## src/logic/fwcr_defines.svh

```systemverilog
// Constants of the firmware check and tuning register group.
//
// Operation
// Writing 0x15 to firmware control starts the CRC over the shadow firmware.
// CRC result reads as upper byte at 0x26, lower at 0x25; pass is BEEF.
// The two CRC bytes read in any order; no read-ordering latch.
// Firmware revision reads the revision only while running from shadow firmware, else 0x00.
// Lift threshold is 5 bits, resets to 0x10; higher value means higher lift.
// Y resolution acts only while independent-axis reporting is on.
// Y resolution is value times 90 cpi, resets 0x12; host writes 0x01 to 0x37.
// Size bit 1 picks image size, 0 is 1.5K and 1 is 3K bytes.
// CRC result stays stable until a new check or reset; reserved bits read zero.
`ifndef FWCR_DEFINES_SVH
`define FWCR_DEFINES_SVH

// ----------------------------------------------------------------------------
// Register offsets
// ----------------------------------------------------------------------------
`define FWCR_ADDR_CRC_LOW   7'h25
`define FWCR_ADDR_CRC_HIGH  7'h26
`define FWCR_ADDR_LIFT      7'h2E
`define FWCR_ADDR_YRES      7'h2F
`define FWCR_ADDR_REV       7'h30
`define FWCR_ADDR_SIZE      7'h31
`define FWCR_ADDR_FW_CTRL   7'h13

// ----------------------------------------------------------------------------
// Field positions, reset values and commands
// ----------------------------------------------------------------------------
`define FWCR_LIFT_MSB       4
`define FWCR_SIZE_BIT       1
`define FWCR_LIFT_RESET     5'h10
`define FWCR_YRES_RESET     8'h12
`define FWCR_SIZE_RESET     1'h0
`define FWCR_CRC_START_CMD  8'h15
`define FWCR_CRC_PASS       16'hBEEF
`define FWCR_REV_ABSENT     8'h00
`define FWCR_CPI_STEP       15'h005A

// ----------------------------------------------------------------------------
// Image lengths in bytes, last address of each
// ----------------------------------------------------------------------------
`define FWCR_IMG_SMALL_LAST 12'h5FF
`define FWCR_IMG_LARGE_LAST 12'hBFF

`endif

```

## src/logic/fwcr_pkg.sv

```systemverilog
// Types shared by the firmware check and tuning register group.
package fwcr_pkg;

    // ------------------------------------------------------------------------
    // CRC walker states
    // ------------------------------------------------------------------------
    typedef enum logic [1:0]
    {
        CRC_IDLE,
        CRC_READ,
        CRC_ADD
    } fwcr_crc_state_t;

    // ------------------------------------------------------------------------
    // Whole state of the top module
    // ------------------------------------------------------------------------
    typedef struct packed
    {
        fwcr_crc_state_t crc_state;
        logic [11:0]     fw_addr;
        logic            fw_rd_en;
        logic [15:0]     crc;
        logic [15:0]     crc_result;
        logic            crc_busy;
        logic [4:0]      lift_thr;
        logic [7:0]      y_res;
        logic            size_sel;
        logic [7:0]      rd_data;
        logic            lift_detect;
        logic [7:0]      y_res_active;
        logic [14:0]     y_cpi;
    } fwcr_state_t;

endpackage : fwcr_pkg

```

## src/logic/fwcr_crc16.sv

```systemverilog
// One byte step of a 16-bit CRC, most significant bit first.
module fwcr_crc16
#(
    parameter logic [15:0] POLY = 16'h1021
)
(
    // Running value and new byte
    input  wire logic [15:0] crc_in,
    input  wire logic [7:0]  data,
    // Updated value
    output logic      [15:0] crc_out
);

    // Shift the byte in bit by bit; the loop unrolls into a xor tree.
    always_comb
    begin
        logic [15:0] c;
        c = crc_in;
        for (int i = 7; i >= 0; i--)
        begin
            if (c[15] ^ data[i])
                c = {c[14:0], 1'b0} ^ POLY;
            else
                c = {c[14:0], 1'b0};
        end
        crc_out = c;
    end

endmodule // fwcr_crc16

```

## src/logic/fwcr_regs.sv

```systemverilog
// Firmware check and tuning register group of the motion sensor.
`include "fwcr_defines.svh"

module fwcr_regs
#(
    parameter logic [15:0] CRC_POLY = 16'h1021,
    parameter logic [15:0] CRC_INIT = 16'hFFFF
)
(
    // Clock and reset
    input  wire logic        clk,
    input  wire logic        rstn,
    // Register access from the serial port engine
    input  wire logic [6:0]  reg_addr,
    input  wire logic [7:0]  reg_wdata,
    input  wire logic        reg_wr,
    input  wire logic        reg_rd,
    output logic      [7:0]  reg_rdata,
    // Shadow firmware store read port, one cycle latency
    output logic      [11:0] fw_rd_addr,
    output logic             fw_rd_en,
    input  wire logic [7:0]  fw_rd_data,
    // Firmware execution status
    input  wire logic        fw_running,
    input  wire logic        fw_loaded,
    input  wire logic [7:0]  fw_revision_byte,
    output logic             crc_busy,
    output logic             image_size_select,
    // Lift detection
    input  wire logic [7:0]  height_estimate,
    output logic      [4:0]  lift_threshold_value,
    output logic             lift_detect,
    // Resolution
    input  wire logic        indep_axis_mode,
    input  wire logic [7:0]  x_res_value,
    output logic      [7:0]  y_res_active,
    output logic      [14:0] y_cpi
);

    // ------------------------------------------------------------------------
    // Parameter checks
    // ------------------------------------------------------------------------
    // An even polynomial loses its lowest feedback term and weakens the check.
    if (CRC_POLY[0] == 1'b0)
    begin : g_poly_check
        $error("CRC polynomial must have its lowest bit set.");
    end

    // ------------------------------------------------------------------------
    // State and helpers
    // ------------------------------------------------------------------------
    fwcr_pkg::fwcr_state_t s;
    fwcr_pkg::fwcr_state_t next_s;
    logic [15:0]           crc_step;
    logic [7:0]            scale_res;
    logic [14:0]           scale_cpi;
    logic                  start_cmd;
    logic [11:0]           last_addr;

    fwcr_crc16
    #(
        .POLY    (CRC_POLY)
    )
    u_crc
    (
        .crc_in  (s.crc),
        .data    (fw_rd_data),
        .crc_out (crc_step)
    );

    fwcr_y_scale u_scale
    (
        .indep_axis_mode (indep_axis_mode),
        .y_res_value     (s.y_res),
        .x_res_value     (x_res_value),
        .res_active      (scale_res),
        .cpi             (scale_cpi)
    );

    // Start command and image length are decoded once for the walker.
    // Start command decode
    assign start_cmd = reg_wr && (reg_addr == `FWCR_ADDR_FW_CTRL) && (reg_wdata == `FWCR_CRC_START_CMD);
    // Image length select
    assign last_addr = s.size_sel ? `FWCR_IMG_LARGE_LAST : `FWCR_IMG_SMALL_LAST;

    // ------------------------------------------------------------------------
    // Next state
    // ------------------------------------------------------------------------
    always_comb
    begin
        next_s          = s;
        next_s.fw_rd_en = 1'b0;

        // Writable settings; reserved bits are simply not stored.
        if (reg_wr)
        begin
            unique case (reg_addr)
                // Five bit threshold
                `FWCR_ADDR_LIFT: next_s.lift_thr = reg_wdata[`FWCR_LIFT_MSB:0];
                // Y value stored
                `FWCR_ADDR_YRES: next_s.y_res    = reg_wdata;
                // Size bit stored
                `FWCR_ADDR_SIZE: next_s.size_sel = reg_wdata[`FWCR_SIZE_BIT];
                default:         next_s.y_res    = s.y_res;
            endcase
        end

        // The walker fetches a byte, then folds it in: two cycles per byte.
        unique case (s.crc_state)
            fwcr_pkg::CRC_IDLE:
            begin
                next_s.crc_state = fwcr_pkg::CRC_IDLE;
            end
            fwcr_pkg::CRC_READ:
            begin
                next_s.crc_state = fwcr_pkg::CRC_ADD;
            end
            fwcr_pkg::CRC_ADD:
            begin
                next_s.crc = crc_step;
                if (s.fw_addr == last_addr)
                begin
                    // Result held
                    next_s.crc_state  = fwcr_pkg::CRC_IDLE;
                    next_s.crc_busy   = 1'b0;
                    next_s.crc_result = crc_step;
                end
                else
                begin
                    next_s.crc_state = fwcr_pkg::CRC_READ;
                    next_s.fw_addr   = s.fw_addr + 12'h001;
                    next_s.fw_rd_en  = 1'b1;
                end
            end
            // The fourth code is never entered; fall back to idle if it ever is.
            default:
            begin
                next_s.crc_state = fwcr_pkg::CRC_IDLE;
                next_s.crc_busy  = 1'b0;
            end
        endcase

        // A new command always restarts the walk, even mid-check, and clears
        // the old result so a stale pass cannot be mistaken for a new one.
        // Check restart
        if (start_cmd)
        begin
            next_s.crc_state  = fwcr_pkg::CRC_READ;
            next_s.fw_addr    = 12'h000;
            next_s.fw_rd_en   = 1'b1;
            next_s.crc        = CRC_INIT;
            next_s.crc_result = 16'h0000;
            next_s.crc_busy   = 1'b1;
        end

        // Reads have no side effect, so byte order does not matter.
        // Order free read
        next_s.rd_data = 8'h00;
        if (reg_rd)
        begin
            unique case (reg_addr)
                // Result bytes
                `FWCR_ADDR_CRC_LOW:  next_s.rd_data = s.crc_result[7:0];
                `FWCR_ADDR_CRC_HIGH: next_s.rd_data = s.crc_result[15:8];
                // Revision gate
                `FWCR_ADDR_REV:      next_s.rd_data = (fw_running && fw_loaded) ? fw_revision_byte
                                                                                : `FWCR_REV_ABSENT;
                // Reserved read zero
                `FWCR_ADDR_LIFT:     next_s.rd_data = {3'h0, s.lift_thr};
                `FWCR_ADDR_YRES:     next_s.rd_data = s.y_res;
                `FWCR_ADDR_SIZE:     next_s.rd_data = {6'h00, s.size_sel, 1'b0};
                default:             next_s.rd_data = 8'h00;
            endcase
        end

        // Lift is reported once the height estimate passes the threshold,
        // so a larger threshold moves the trip point higher.
        // Threshold compare
        next_s.lift_detect  = height_estimate > {3'h0, s.lift_thr};
        next_s.y_res_active = scale_res;
        next_s.y_cpi        = scale_cpi;
    end

    // ------------------------------------------------------------------------
    // State register
    // ------------------------------------------------------------------------
    always_ff @(posedge clk)
    begin
        if (!rstn)
        begin
            s              <= '0;
            s.crc_state    <= fwcr_pkg::CRC_IDLE;
            s.crc          <= CRC_INIT;
            s.lift_thr     <= `FWCR_LIFT_RESET;
            s.y_res        <= `FWCR_YRES_RESET;
            s.size_sel     <= `FWCR_SIZE_RESET;
            s.y_res_active <= 8'h00;
            s.y_cpi        <= 15'h0000;
        end
        else
        begin
            s <= next_s;
        end
    end

    // Outputs come straight from the state flip-flops.
    assign reg_rdata            = s.rd_data;
    assign fw_rd_addr           = s.fw_addr;
    assign fw_rd_en             = s.fw_rd_en;
    assign crc_busy             = s.crc_busy;
    assign image_size_select    = s.size_sel;
    assign lift_threshold_value = s.lift_thr;
    assign lift_detect          = s.lift_detect;
    assign y_res_active         = s.y_res_active;
    assign y_cpi                = s.y_cpi;
endmodule // fwcr_regs

```

## src/logic/fwcr_y_scale.sv

```systemverilog
// Picks the Y resolution in force and turns it into counts per inch.
`include "fwcr_defines.svh"

module fwcr_y_scale
(
    // Settings
    input  wire logic        indep_axis_mode,
    input  wire logic [7:0]  y_res_value,
    input  wire logic [7:0]  x_res_value,
    // Resolution in force
    output logic      [7:0]  res_active,
    output logic      [14:0] cpi
);

    // The stored Y value is ignored unless axes are reported independently.
    // Mode gated select
    always_comb
    begin
        res_active = indep_axis_mode ? y_res_value : x_res_value;
        // Ninety cpi step
        cpi        = 15'({7'h00, res_active} * `FWCR_CPI_STEP);
    end

endmodule // fwcr_y_scale

```

## config.mk

```make
export PLATFORM = sky130hd
export DESIGN_NAME = fwcr_regs
export DESIGN_NICKNAME = d
export VERILOG_FILES = /design/src/logic/fwcr_pkg.sv /design/src/logic/fwcr_crc16.sv /design/src/logic/fwcr_regs.sv /design/src/logic/fwcr_y_scale.sv
export VERILOG_INCLUDE_DIRS = /design/src /design/src/logic
export SDC_FILE = /design/constraint.sdc
export NUM_CORES = 1
export LEC_CHECK = 0
export BUFFER_PORTS_ARGS = -buffer_cell sky130_fd_sc_hd__buf_2
export CAP_MARGIN = 20
export CORE_ASPECT_RATIO = 1.75
export CORE_MARGIN = 5
export CORE_UTILIZATION = 50
export CTS_CLUSTER_DIAMETER = 60
export DETAILED_ROUTE_END_ITERATION = 8
export PLACE_DENSITY_LB_ADDON = 0.1
export SYNTH_ARGS = -nofsm -noshare
export SYNTH_HDL_FRONTEND = slang
export SYNTH_SLANG_ARGS = --single-unit
```

## constraint.sdc

```tcl
create_clock -name clk -period 13.3 [get_ports clk]
set_input_delay 2.66 -clock clk [delete_from_list [all_inputs] [get_ports clk]]
set_output_delay 2.66 -clock clk [all_outputs]
set_load 0.02 [all_outputs]
```

==> flow_results.org, run 1 <==
** Route
- The count of nets left with antenna violations once routing finished came out at 0.
- DR iter-0 viols :: 111
- Via Count :: 4062
- In the routed layout, each cell is associated on average with a via count of 5.317.
- 1st-pass router iterations :: 4
- DRT Wirelength :: 12570 um
- In the final routed layout, each cell accounts on average for roughly 16 um.
- DRC violation count after routing :: 0

** CTS
- CTS Buf Count :: 9
- Cts hold-fix bufs :: 0
- Buffers from clock root to sink, at most :: 2
- The number of setup buffers added after CTS is 0.
- The later pin in the worst-skew pair is clocked with a latency of 0.34 ns.
- The tree is rooted in a sky130_fd_sc_hd__clkbuf_16.
- After clock tree synthesis, the repair step resized 0 gates.
- TritonCTS sink count :: 91
- After clock tree synthesis, the clock-pin slew on the worst setup and hold paths is 0.06 ns.
- The H-tree was split into 3 levels.
- CTS tree :: built

** Place
- Once placement finished, the instance area stood at around 5500 sq um.
- HPWL after DPL :: just over 10000 um
- Placer's final routability congestion estimate :: between 0.8 and 0.9
- In this run, placement finished with an instance count of about 750.
- During placement, the flow inserted port buffers numbering about 100.

** Synthesis
- Cell type contributing the most total cell area after synthesis :: sky130_fd_sc_hd__dfxtp_1
- Synth top area cells :: sky130_fd_sc_hd__dfxtp_1 (35%), sky130_fd_sc_hd__ha_1 (8.3%), sky130_fd_sc_hd__buf_4 (7.3%)
- Average instance area after synthesis :: 9.056 sq um
- Of the synthesized area, sequential elements account for 0.3468.
- Count of state elements after synthesis :: just over 90
- Cell area after technology mapping :: approximately 5300 sq um
- In the synthesized netlist, the number of instances is between 500 and 600.
- Netlist cell types :: 66
- The share of synthesized area in the top cell type comes to 0.3468.
- Synthesis produced a netlist with a net count of a little under 700.
- Prevailing post-synth register cell :: sky130_fd_sc_hd__dfxtp_1
- Counting flops with an async set or reset pin after synthesis yields a share of 0.
- Warning count from the yosys run :: 0
- In this run, synthesis inferred 0 flip-flops with an integrated enable.

** Finish
- The number of antenna diodes in the final layout is 0.
- Count of filler cells inserted in the layout :: 1033
- Number of nets at the end of the flow :: approximately 730
- Count of placed standard cells in the final layout, fillers left out :: around 760
- Fraction of final layout cells with drive strength greater than 1 :: 0.2245
- After routing the design area is 5809 sq um.
- Area Growth Syn to Fin :: 10.60%

** STA
- Across the routed clock network, the largest skew measured is 0.005232 ns.
- Setup total negative slack on the finished layout was measured at 0 ns.
- Worst relative slew slack :: 0.4861
- For this run, the top clock speed supported by timing is around 0.16 GHz.
- Setup violations, final :: 0
- At the pin with the least slew margin, the transition time is 0.7701 ns.
- Final worst path period share :: 0.4573
- Setup repair after global routing left no endpoint under its margin.
- Final Max Tran Viols :: 0
- Counting I/O delays and the setup requirement, the final critical path takes slightly above 6 ns.
- The hold violation total from the final report is 0.

** Critical path
- Worst path arrival time :: 6.31 ns
- Flop2flop setup slack :: approximately 9.5 ns
- CP startpoint :: indep_axis_mode
- The worst setup path is launched from a primary input.
- Setup Crit Path Kind :: in2reg
- STA classifies the critical path endpoint as a flop.
- Worst EP required :: between 10 and 15 ns
- R2r startpoint :: s[38]
- Along the worst path, the maximum fanout reaches 8.

** Run status
- The flow ran to the end, and the final reports show no timing, DRC or antenna violations.

** Global routing
- The number of global-route vias before repair was 4108.
- The first global-routing pass estimated between 20000 and 25000 um of wire.
- Entering global routing, the biggest net connects 31 pins.
- In the global route stage, overall resource usage came out at 0.2044.
- Initial antenna violation count :: 0
- Total congestion overflow :: 0

** Job
- Across the run, the number of max-cap violations was 0.

** Floorplanning
- For this configuration, the core starts out at a cell density of 0.5100.
- Die Y :: around 150 um
- The core region is between 10000 and 15000 sq um.
- between 100 and 150 I/O pins were placed.
- Total Die Area :: roughly 13000 sq um
- Chip width :: ~87 um
- Row generation in the floorplan step produced ~50 rows.

** Worst hold path
- Min-Delay Startpoint :: s[59]
- The worst hold path belongs to the class reg2reg.

** Power
- Summed over all cells, the static leakage comes to roughly 2.6 nW.
- Maximum resistive drop on vdd :: roughly 0.068 mV
- For this design the ratio of total power to cell area is 117.3 nW/um^2.
-- metal layers --
layer,part of all wire,up-vias,global-route usage
li1,-,2040,-
met1,0.37,1903,0.2093
met2,0.56,94,0.3856
met3,0.044,25,0.04306
met4,0.027,0,0.08218
met5,0,-,0
-- registers in the layout, summed over array words and instances, names as in the netlist --
signal / flops
s: 42
fw_rd_addr: 12
y_cpi: 12
reg_rdata: 8
y_res_active: 8
lift_threshold_value: 5
crc_busy: 1
fw_rd_en: 1
image_size_select: 1
lift_detect: 1
-- Yosys cell counts, drive strengths merged, types with 2 or more instances --
library cell and n:
nand2b 4, nand4 4, o2111ai 2, o22ai 5, a22oi 8, and3 5, clkbuf 9, a21oi 15
a221oi 4, nand4b 2, nor3 10, nand3b 6, and2 13, fa 10, dfxtp 91, and4b 3
mux2 6, xor2 11, nor4bb 2, mux2i 30, a211oi 6, buf 57, o21ai 25, a311oi 2
nor2 62, a22o 5, nand2 43, xnor2 24, ha 35, inv 40, nor2b 8, o21a 2
nand3 9
-- kinds of logic (layout without fill, tap and decap cells) --
kind of cell	Yosys count	count (layout)	synth area share
simple gates	181	181	0.1784
buf+inv	106	163	0.1134
flops	91	91	0.3468
compound gates	85	85	0.1108
fa+ha+maj	45	45	0.1215
mux	36	36	0.07003
xor+xnor	35	35	0.05836
other cells	1	1	0.0007139
-- layout by cell type, fill, tap and decap left out, types with 2 or more instances in the layout --
master,instances
sky130_fd_sc_hd__a221oi_1,4
sky130_fd_sc_hd__clkbuf_1,2
sky130_fd_sc_hd__xnor2_1,24
sky130_fd_sc_hd__nand4b_1,2
sky130_fd_sc_hd__nor2b_1,8
sky130_fd_sc_hd__and4b_1,3
sky130_fd_sc_hd__nor2_2,4
sky130_fd_sc_hd__nand2b_1,4
sky130_fd_sc_hd__buf_2,104
sky130_fd_sc_hd__a21oi_1,15
sky130_fd_sc_hd__dfxtp_1,91
sky130_fd_sc_hd__and2_1,12
sky130_fd_sc_hd__and3_1,5
sky130_fd_sc_hd__nand3b_1,6
sky130_fd_sc_hd__clkbuf_16,9
sky130_fd_sc_hd__o22ai_1,5
sky130_fd_sc_hd__mux2i_1,30
sky130_fd_sc_hd__nand3_1,9
sky130_fd_sc_hd__buf_4,2
sky130_fd_sc_hd__ha_1,35
sky130_fd_sc_hd__a22o_1,5
sky130_fd_sc_hd__nand2_1,43
sky130_fd_sc_hd__o21a_1,2
sky130_fd_sc_hd__nor2_1,58
sky130_fd_sc_hd__fa_1,10
sky130_fd_sc_hd__clkinvlp_4,2
sky130_fd_sc_hd__xor2_1,11
sky130_fd_sc_hd__nor3_2,2
sky130_fd_sc_hd__o21ai_0,21
sky130_fd_sc_hd__a22oi_1,8
sky130_fd_sc_hd__a211oi_1,5
sky130_fd_sc_hd__nand4_1,3
sky130_fd_sc_hd__inv_1,40
sky130_fd_sc_hd__o21ai_1,3
sky130_fd_sc_hd__nor4bb_1,2
sky130_fd_sc_hd__mux2_2,6
sky130_fd_sc_hd__nor3_1,8
-- through the flow --
step | total power (W) | hold WS (ns) | worst slack (ns) | utilization
after floorplan | 0.0004044 | 0.4423 | 7.035 | -
after global placement | 0.0004298 | 0.4662 | 6.977 | 0.5341
after detailed placement | 0.0004329 | 0.4599 | 6.863 | 0.5352
after CTS | 0.0006895 | 0.4825 | 7.214 | 0.5640
after global routing | 0.0007184 | 0.4899 | 6.976 | 0.5640
final | 0.0006812 | 0.4765 | 7.218 | 0.5640
-- final timing paths --
check              endpoint  depth (start not counted)
setup / recovery  y_cpi[14]                         13
setup reg to reg  y_cpi[14]                         12
hold / removal        s[59]                          1
hold reg to reg       s[59]                          1
-- area by class of cell --
class	instances	area, sq um	area share
clock buffer	12	246.5	0.04243
timing repair buffer	107	546.8	0.09412
multi-input combinational	383	2835	0.4880
tap	127	158.9	0.02735
inverter	40	150.1	0.02585
sequential	91	1822	0.3136
clock inverter	4	50.05	0.008615
-- worst max-delay path, cell delays in order --
cell,delay [ns]
sky130_fd_sc_hd__buf_2,0.20
sky130_fd_sc_hd__mux2_2,0.40
sky130_fd_sc_hd__ha_1,0.32
sky130_fd_sc_hd__inv_1,0.06
sky130_fd_sc_hd__fa_1,0.49
sky130_fd_sc_hd__fa_1,0.53
sky130_fd_sc_hd__inv_1,0.04
sky130_fd_sc_hd__ha_1,0.37
sky130_fd_sc_hd__and2_1,0.19
sky130_fd_sc_hd__a31o_1,0.22
sky130_fd_sc_hd__a311oi_2,0.38
sky130_fd_sc_hd__nor3_1,0.10
sky130_fd_sc_hd__or3b_1,0.34
-- power breakdown --
part	switching, W	leakage (nW)	internal (W)
Clock	0.000105	0.139	0.000151
Combinational	0.0000838	1.71	0.0000563
Sequential	0.00000204	0.738	0.000283
(Power assumes the default switching activity.)
==> run 2, diff against run 1 <==
Clock period 13.3 ns to 6.2 ns, I/O delays scaled along.
==> flow_results.org, run 2 (synthesis results as in run 1) <==
** Critical path
- Standard cell with the maximum stage delay on the critical path :: sky130_fd_sc_hd__fa_1 (unchanged)
- Worst EP required :: 6.43 ns (was 13.52 ns)
- Critical Path, Cell by Cell :: buf_2, mux2_2, ha_1, inv_1, fa_1, fa_1, inv_1, ha_1, and2_1, a31o_1, a311oi_2, nor3_1, or3b_1 (unchanged)
- The arrival time at the worst endpoint is 4.87 ns (was 6.31 ns).
- Worst-path fanout max :: 8 (unchanged)
- Worst setup EP type :: flop (unchanged)
- Cell class contributing the biggest share of worst-path delay :: adder cells (unchanged)
- The worst-case register-to-register setup slack came to 2.37 ns (was 9.45 ns).
- Delay of the slowest critical-path stage :: 0.53 ns (about the same)
- The combined buffer and inverter count along the critical path is 3 (unchanged).
- Setup Crit Path Kind :: in2reg (unchanged)
- Startpoint class of the critical path :: primary input (unchanged)

** Worst hold path
- Path class of the lowest-slack min-delay path :: reg2reg (unchanged)

** Route
- The post-detailed-routing wire length was 12490 um (was 12570 um).
- DRC violation count after routing :: 0 (unchanged)
- The highest routed metal layer is met4 (unchanged).
- The detailed-routed wire length on met2 came to 6835 um (was 7016 um).
- 1st-pass router iterations :: 5 (was 4)
- The met1 layer wirelength in the final routing came to 4611 um (was 4665 um).
- Routed len/inst :: 16.35 um (was 16.46 um)
- Mean number of vias per cell :: 5.325 (was 5.317)
- The via count came to 4068 (was 4062).
- Routed Antenna Nets :: 0 (unchanged)
- The DRC marker count from the first detailed-route iteration is 130 (was 111).
- Length of routed met3 wiring :: 542 um (was 557 um)

** Power
- Static Leak :: 2.586 nW (unchanged)
- The maximum resistive drop on vdd was 0.1439 mV (was 0.06819 mV).
- The power per unit of standard cell area came to 251.2 nW/um^2 (was 117.3 nW/um^2).

** Place
- Placer's final routability congestion estimate :: 0.8738 (unchanged)
- The count of input and output buffers came to 104 (unchanged).
- Standard cell area after detailed placement :: 5513 sq um (unchanged)
- The setup slack after placement was 1.189 ns (was 6.863 ns).
- HPWL after DPL :: 10060 um (was 10080 um)

** Floorplanning
- Total I/O pin count :: 106 (unchanged)
- Die Y :: 145.6 um (unchanged)
- CORE AREA :: 10300 sq um (unchanged)
- Chip width :: 87.48 um (unchanged)
- Starting density of the core :: 0.5100 (unchanged)
- Total Die Area :: 12740 sq um (unchanged)
- The number of placement rows was 49 (unchanged).

** Global routing
- First-pass GRT wire length :: 20110 um (was 20280 um)
- Global-route usage over all layers :: 0.2032 (was 0.2044)
- Pin count of the biggest net entering global routing :: 31 (unchanged)
- Total congestion overflow :: 0 (unchanged)
- Via count of the first global-routing pass :: 4186 (was 4108)
- Initial antenna violation count :: 0 (unchanged)

** STA
- Final worst hold slack :: 0.4777 ns (was 0.4765 ns)
- Final setup skew :: 0.005055 ns (was 0.005232 ns)
- Worst relative slew slack :: 0.4967 (was 0.4861)
- RSZ-0062 raised after global routing: no (unchanged).
- The transition time of the tightest slew-check pin was 0.7541 ns (was 0.7701 ns).
- Timing would allow up to roughly 0.22 GHz.
- The final max-slew violation count is 0 (unchanged).
- Final worst path period share :: 0.7483
- Final-report hold violation count :: 0 (unchanged)
- Min cycle time layout :: around 4.6 ns
- The final setup slack of the worst path is 1.561 ns (was 7.218 ns).
- Setup violations, final :: 0 (unchanged)
- The setup TNS is 0 ns (unchanged).

** Job
- Max-capacitance violation count :: 0 (unchanged)

** Finish
- Fraction of final layout cells with drive strength greater than 1 :: 0.2245 (unchanged)
- The post-layout instance area is 5809 sq um (unchanged).
- The post-synthesis to final-layout area growth is 10.60% (unchanged).
- Commonest cells after routing, fill and taps aside :: sky130_fd_sc_hd__buf_2 (104), sky130_fd_sc_hd__dfxtp_1 (91), sky130_fd_sc_hd__nor2_1 (58), sky130_fd_sc_hd__nand2_1 (43), sky130_fd_sc_hd__inv_1 (40) (unchanged)
- Count of filler cells inserted in the layout :: 1022 (was 1033)
- The most common cell after layout, fill and taps aside was sky130_fd_sc_hd__buf_2 (unchanged).
- The antenna diode instance count is 0 (unchanged).
- Largest register by flop count :: s (unchanged)
- The final-stage net count came to 731 (unchanged).
- The flip-flop count of the largest register, all copies and words added came to 42 (unchanged).
- Final core area utilization :: 0.5640 (unchanged)

** CTS
- Post-CTS Repair Setup Buffers :: 0 (unchanged)
- The clock edge transition at the registers on the reported setup and hold paths came to 0.06 ns (about the same).
- CTS Buf Count :: 9 (unchanged)
- Clock root buffer :: sky130_fd_sc_hd__clkbuf_16 (unchanged)
- The count of H-tree levels built during CTS came to 3 (unchanged).
- The total of hold buffers inserted after clock tree synthesis came to 0 (unchanged).
- The sink count of the clock tree is 91 (unchanged).
- Source-to-sink clock delay at the later pin of the worst-skew pair :: 0.34 ns (about the same)
- CTS tree :: built (unchanged)
- Post-cts resize count :: 0 (unchanged)
- Buffers from clock root to sink, at most :: 2 (unchanged)

** Run status
- Run status :: complete, no violations (unchanged)
run 2: cell counts in the layout (fill, tap and decap cells not counted):
Identical to the previous run, type by type.
run 2: per-stage QoR:
stage                     power (W)  cells
final                      0.001459    764
after global routing       0.001536    764
after floorplan           0.0008676    580
after CTS                  0.001480    764
after global placement    0.0009219    747
after detailed placement  0.0009287    748
run 2: power by group:
group	switching (W)	internal [W]	leakage, nW
Sequential	0.00000443	0.000608	0.738
Clock	0.000225	0.000323	0.139
Combinational	0.000178	0.000121	1.71
run 2: worst paths after layout:
check             depth (start not counted)       startpoint         to
setup reg to reg                         12            s[38]  y_cpi[14]
setup / recovery                         13  indep_axis_mode  y_cpi[14]
hold / removal                            1            s[59]      s[59]
hold reg to reg                           1            s[59]      s[59]
run 2: layer usage:
metal / up-vias / global-route usage
met5: - / 0
met4: 0 / 0.1037
met3: 36 / 0.03853
met2: 101 / 0.3784
met1: 1896 / 0.2052
li1: 2035 / -
run 2: worst reg2reg max path, stage by stage (launching register included):
cell and delay (ns):
sky130_fd_sc_hd__dfxtp_1 0.36, sky130_fd_sc_hd__mux2_2 0.32, sky130_fd_sc_hd__ha_1 0.31, sky130_fd_sc_hd__inv_1 0.06, sky130_fd_sc_hd__fa_1 0.49, sky130_fd_sc_hd__fa_1 0.53, sky130_fd_sc_hd__inv_1 0.04, sky130_fd_sc_hd__ha_1 0.37
sky130_fd_sc_hd__and2_1 0.19, sky130_fd_sc_hd__a31o_1 0.21, sky130_fd_sc_hd__a311oi_2 0.37, sky130_fd_sc_hd__nor3_1 0.10, sky130_fd_sc_hd__or3b_1 0.34
run 2: area by class of cell:
cell class / count / area [sq um] / area share
multi-input cells: 383 / 2835 / 0.4880
inverters: 40 / 150.1 / 0.02585
clock inverters: 4 / 50.05 / 0.008615
flip-flops and latches: 91 / 1822 / 0.3136
well taps: 127 / 158.9 / 0.02735
repair buffers: 107 / 546.8 / 0.09412
clock buffers: 12 / 246.5 / 0.04243
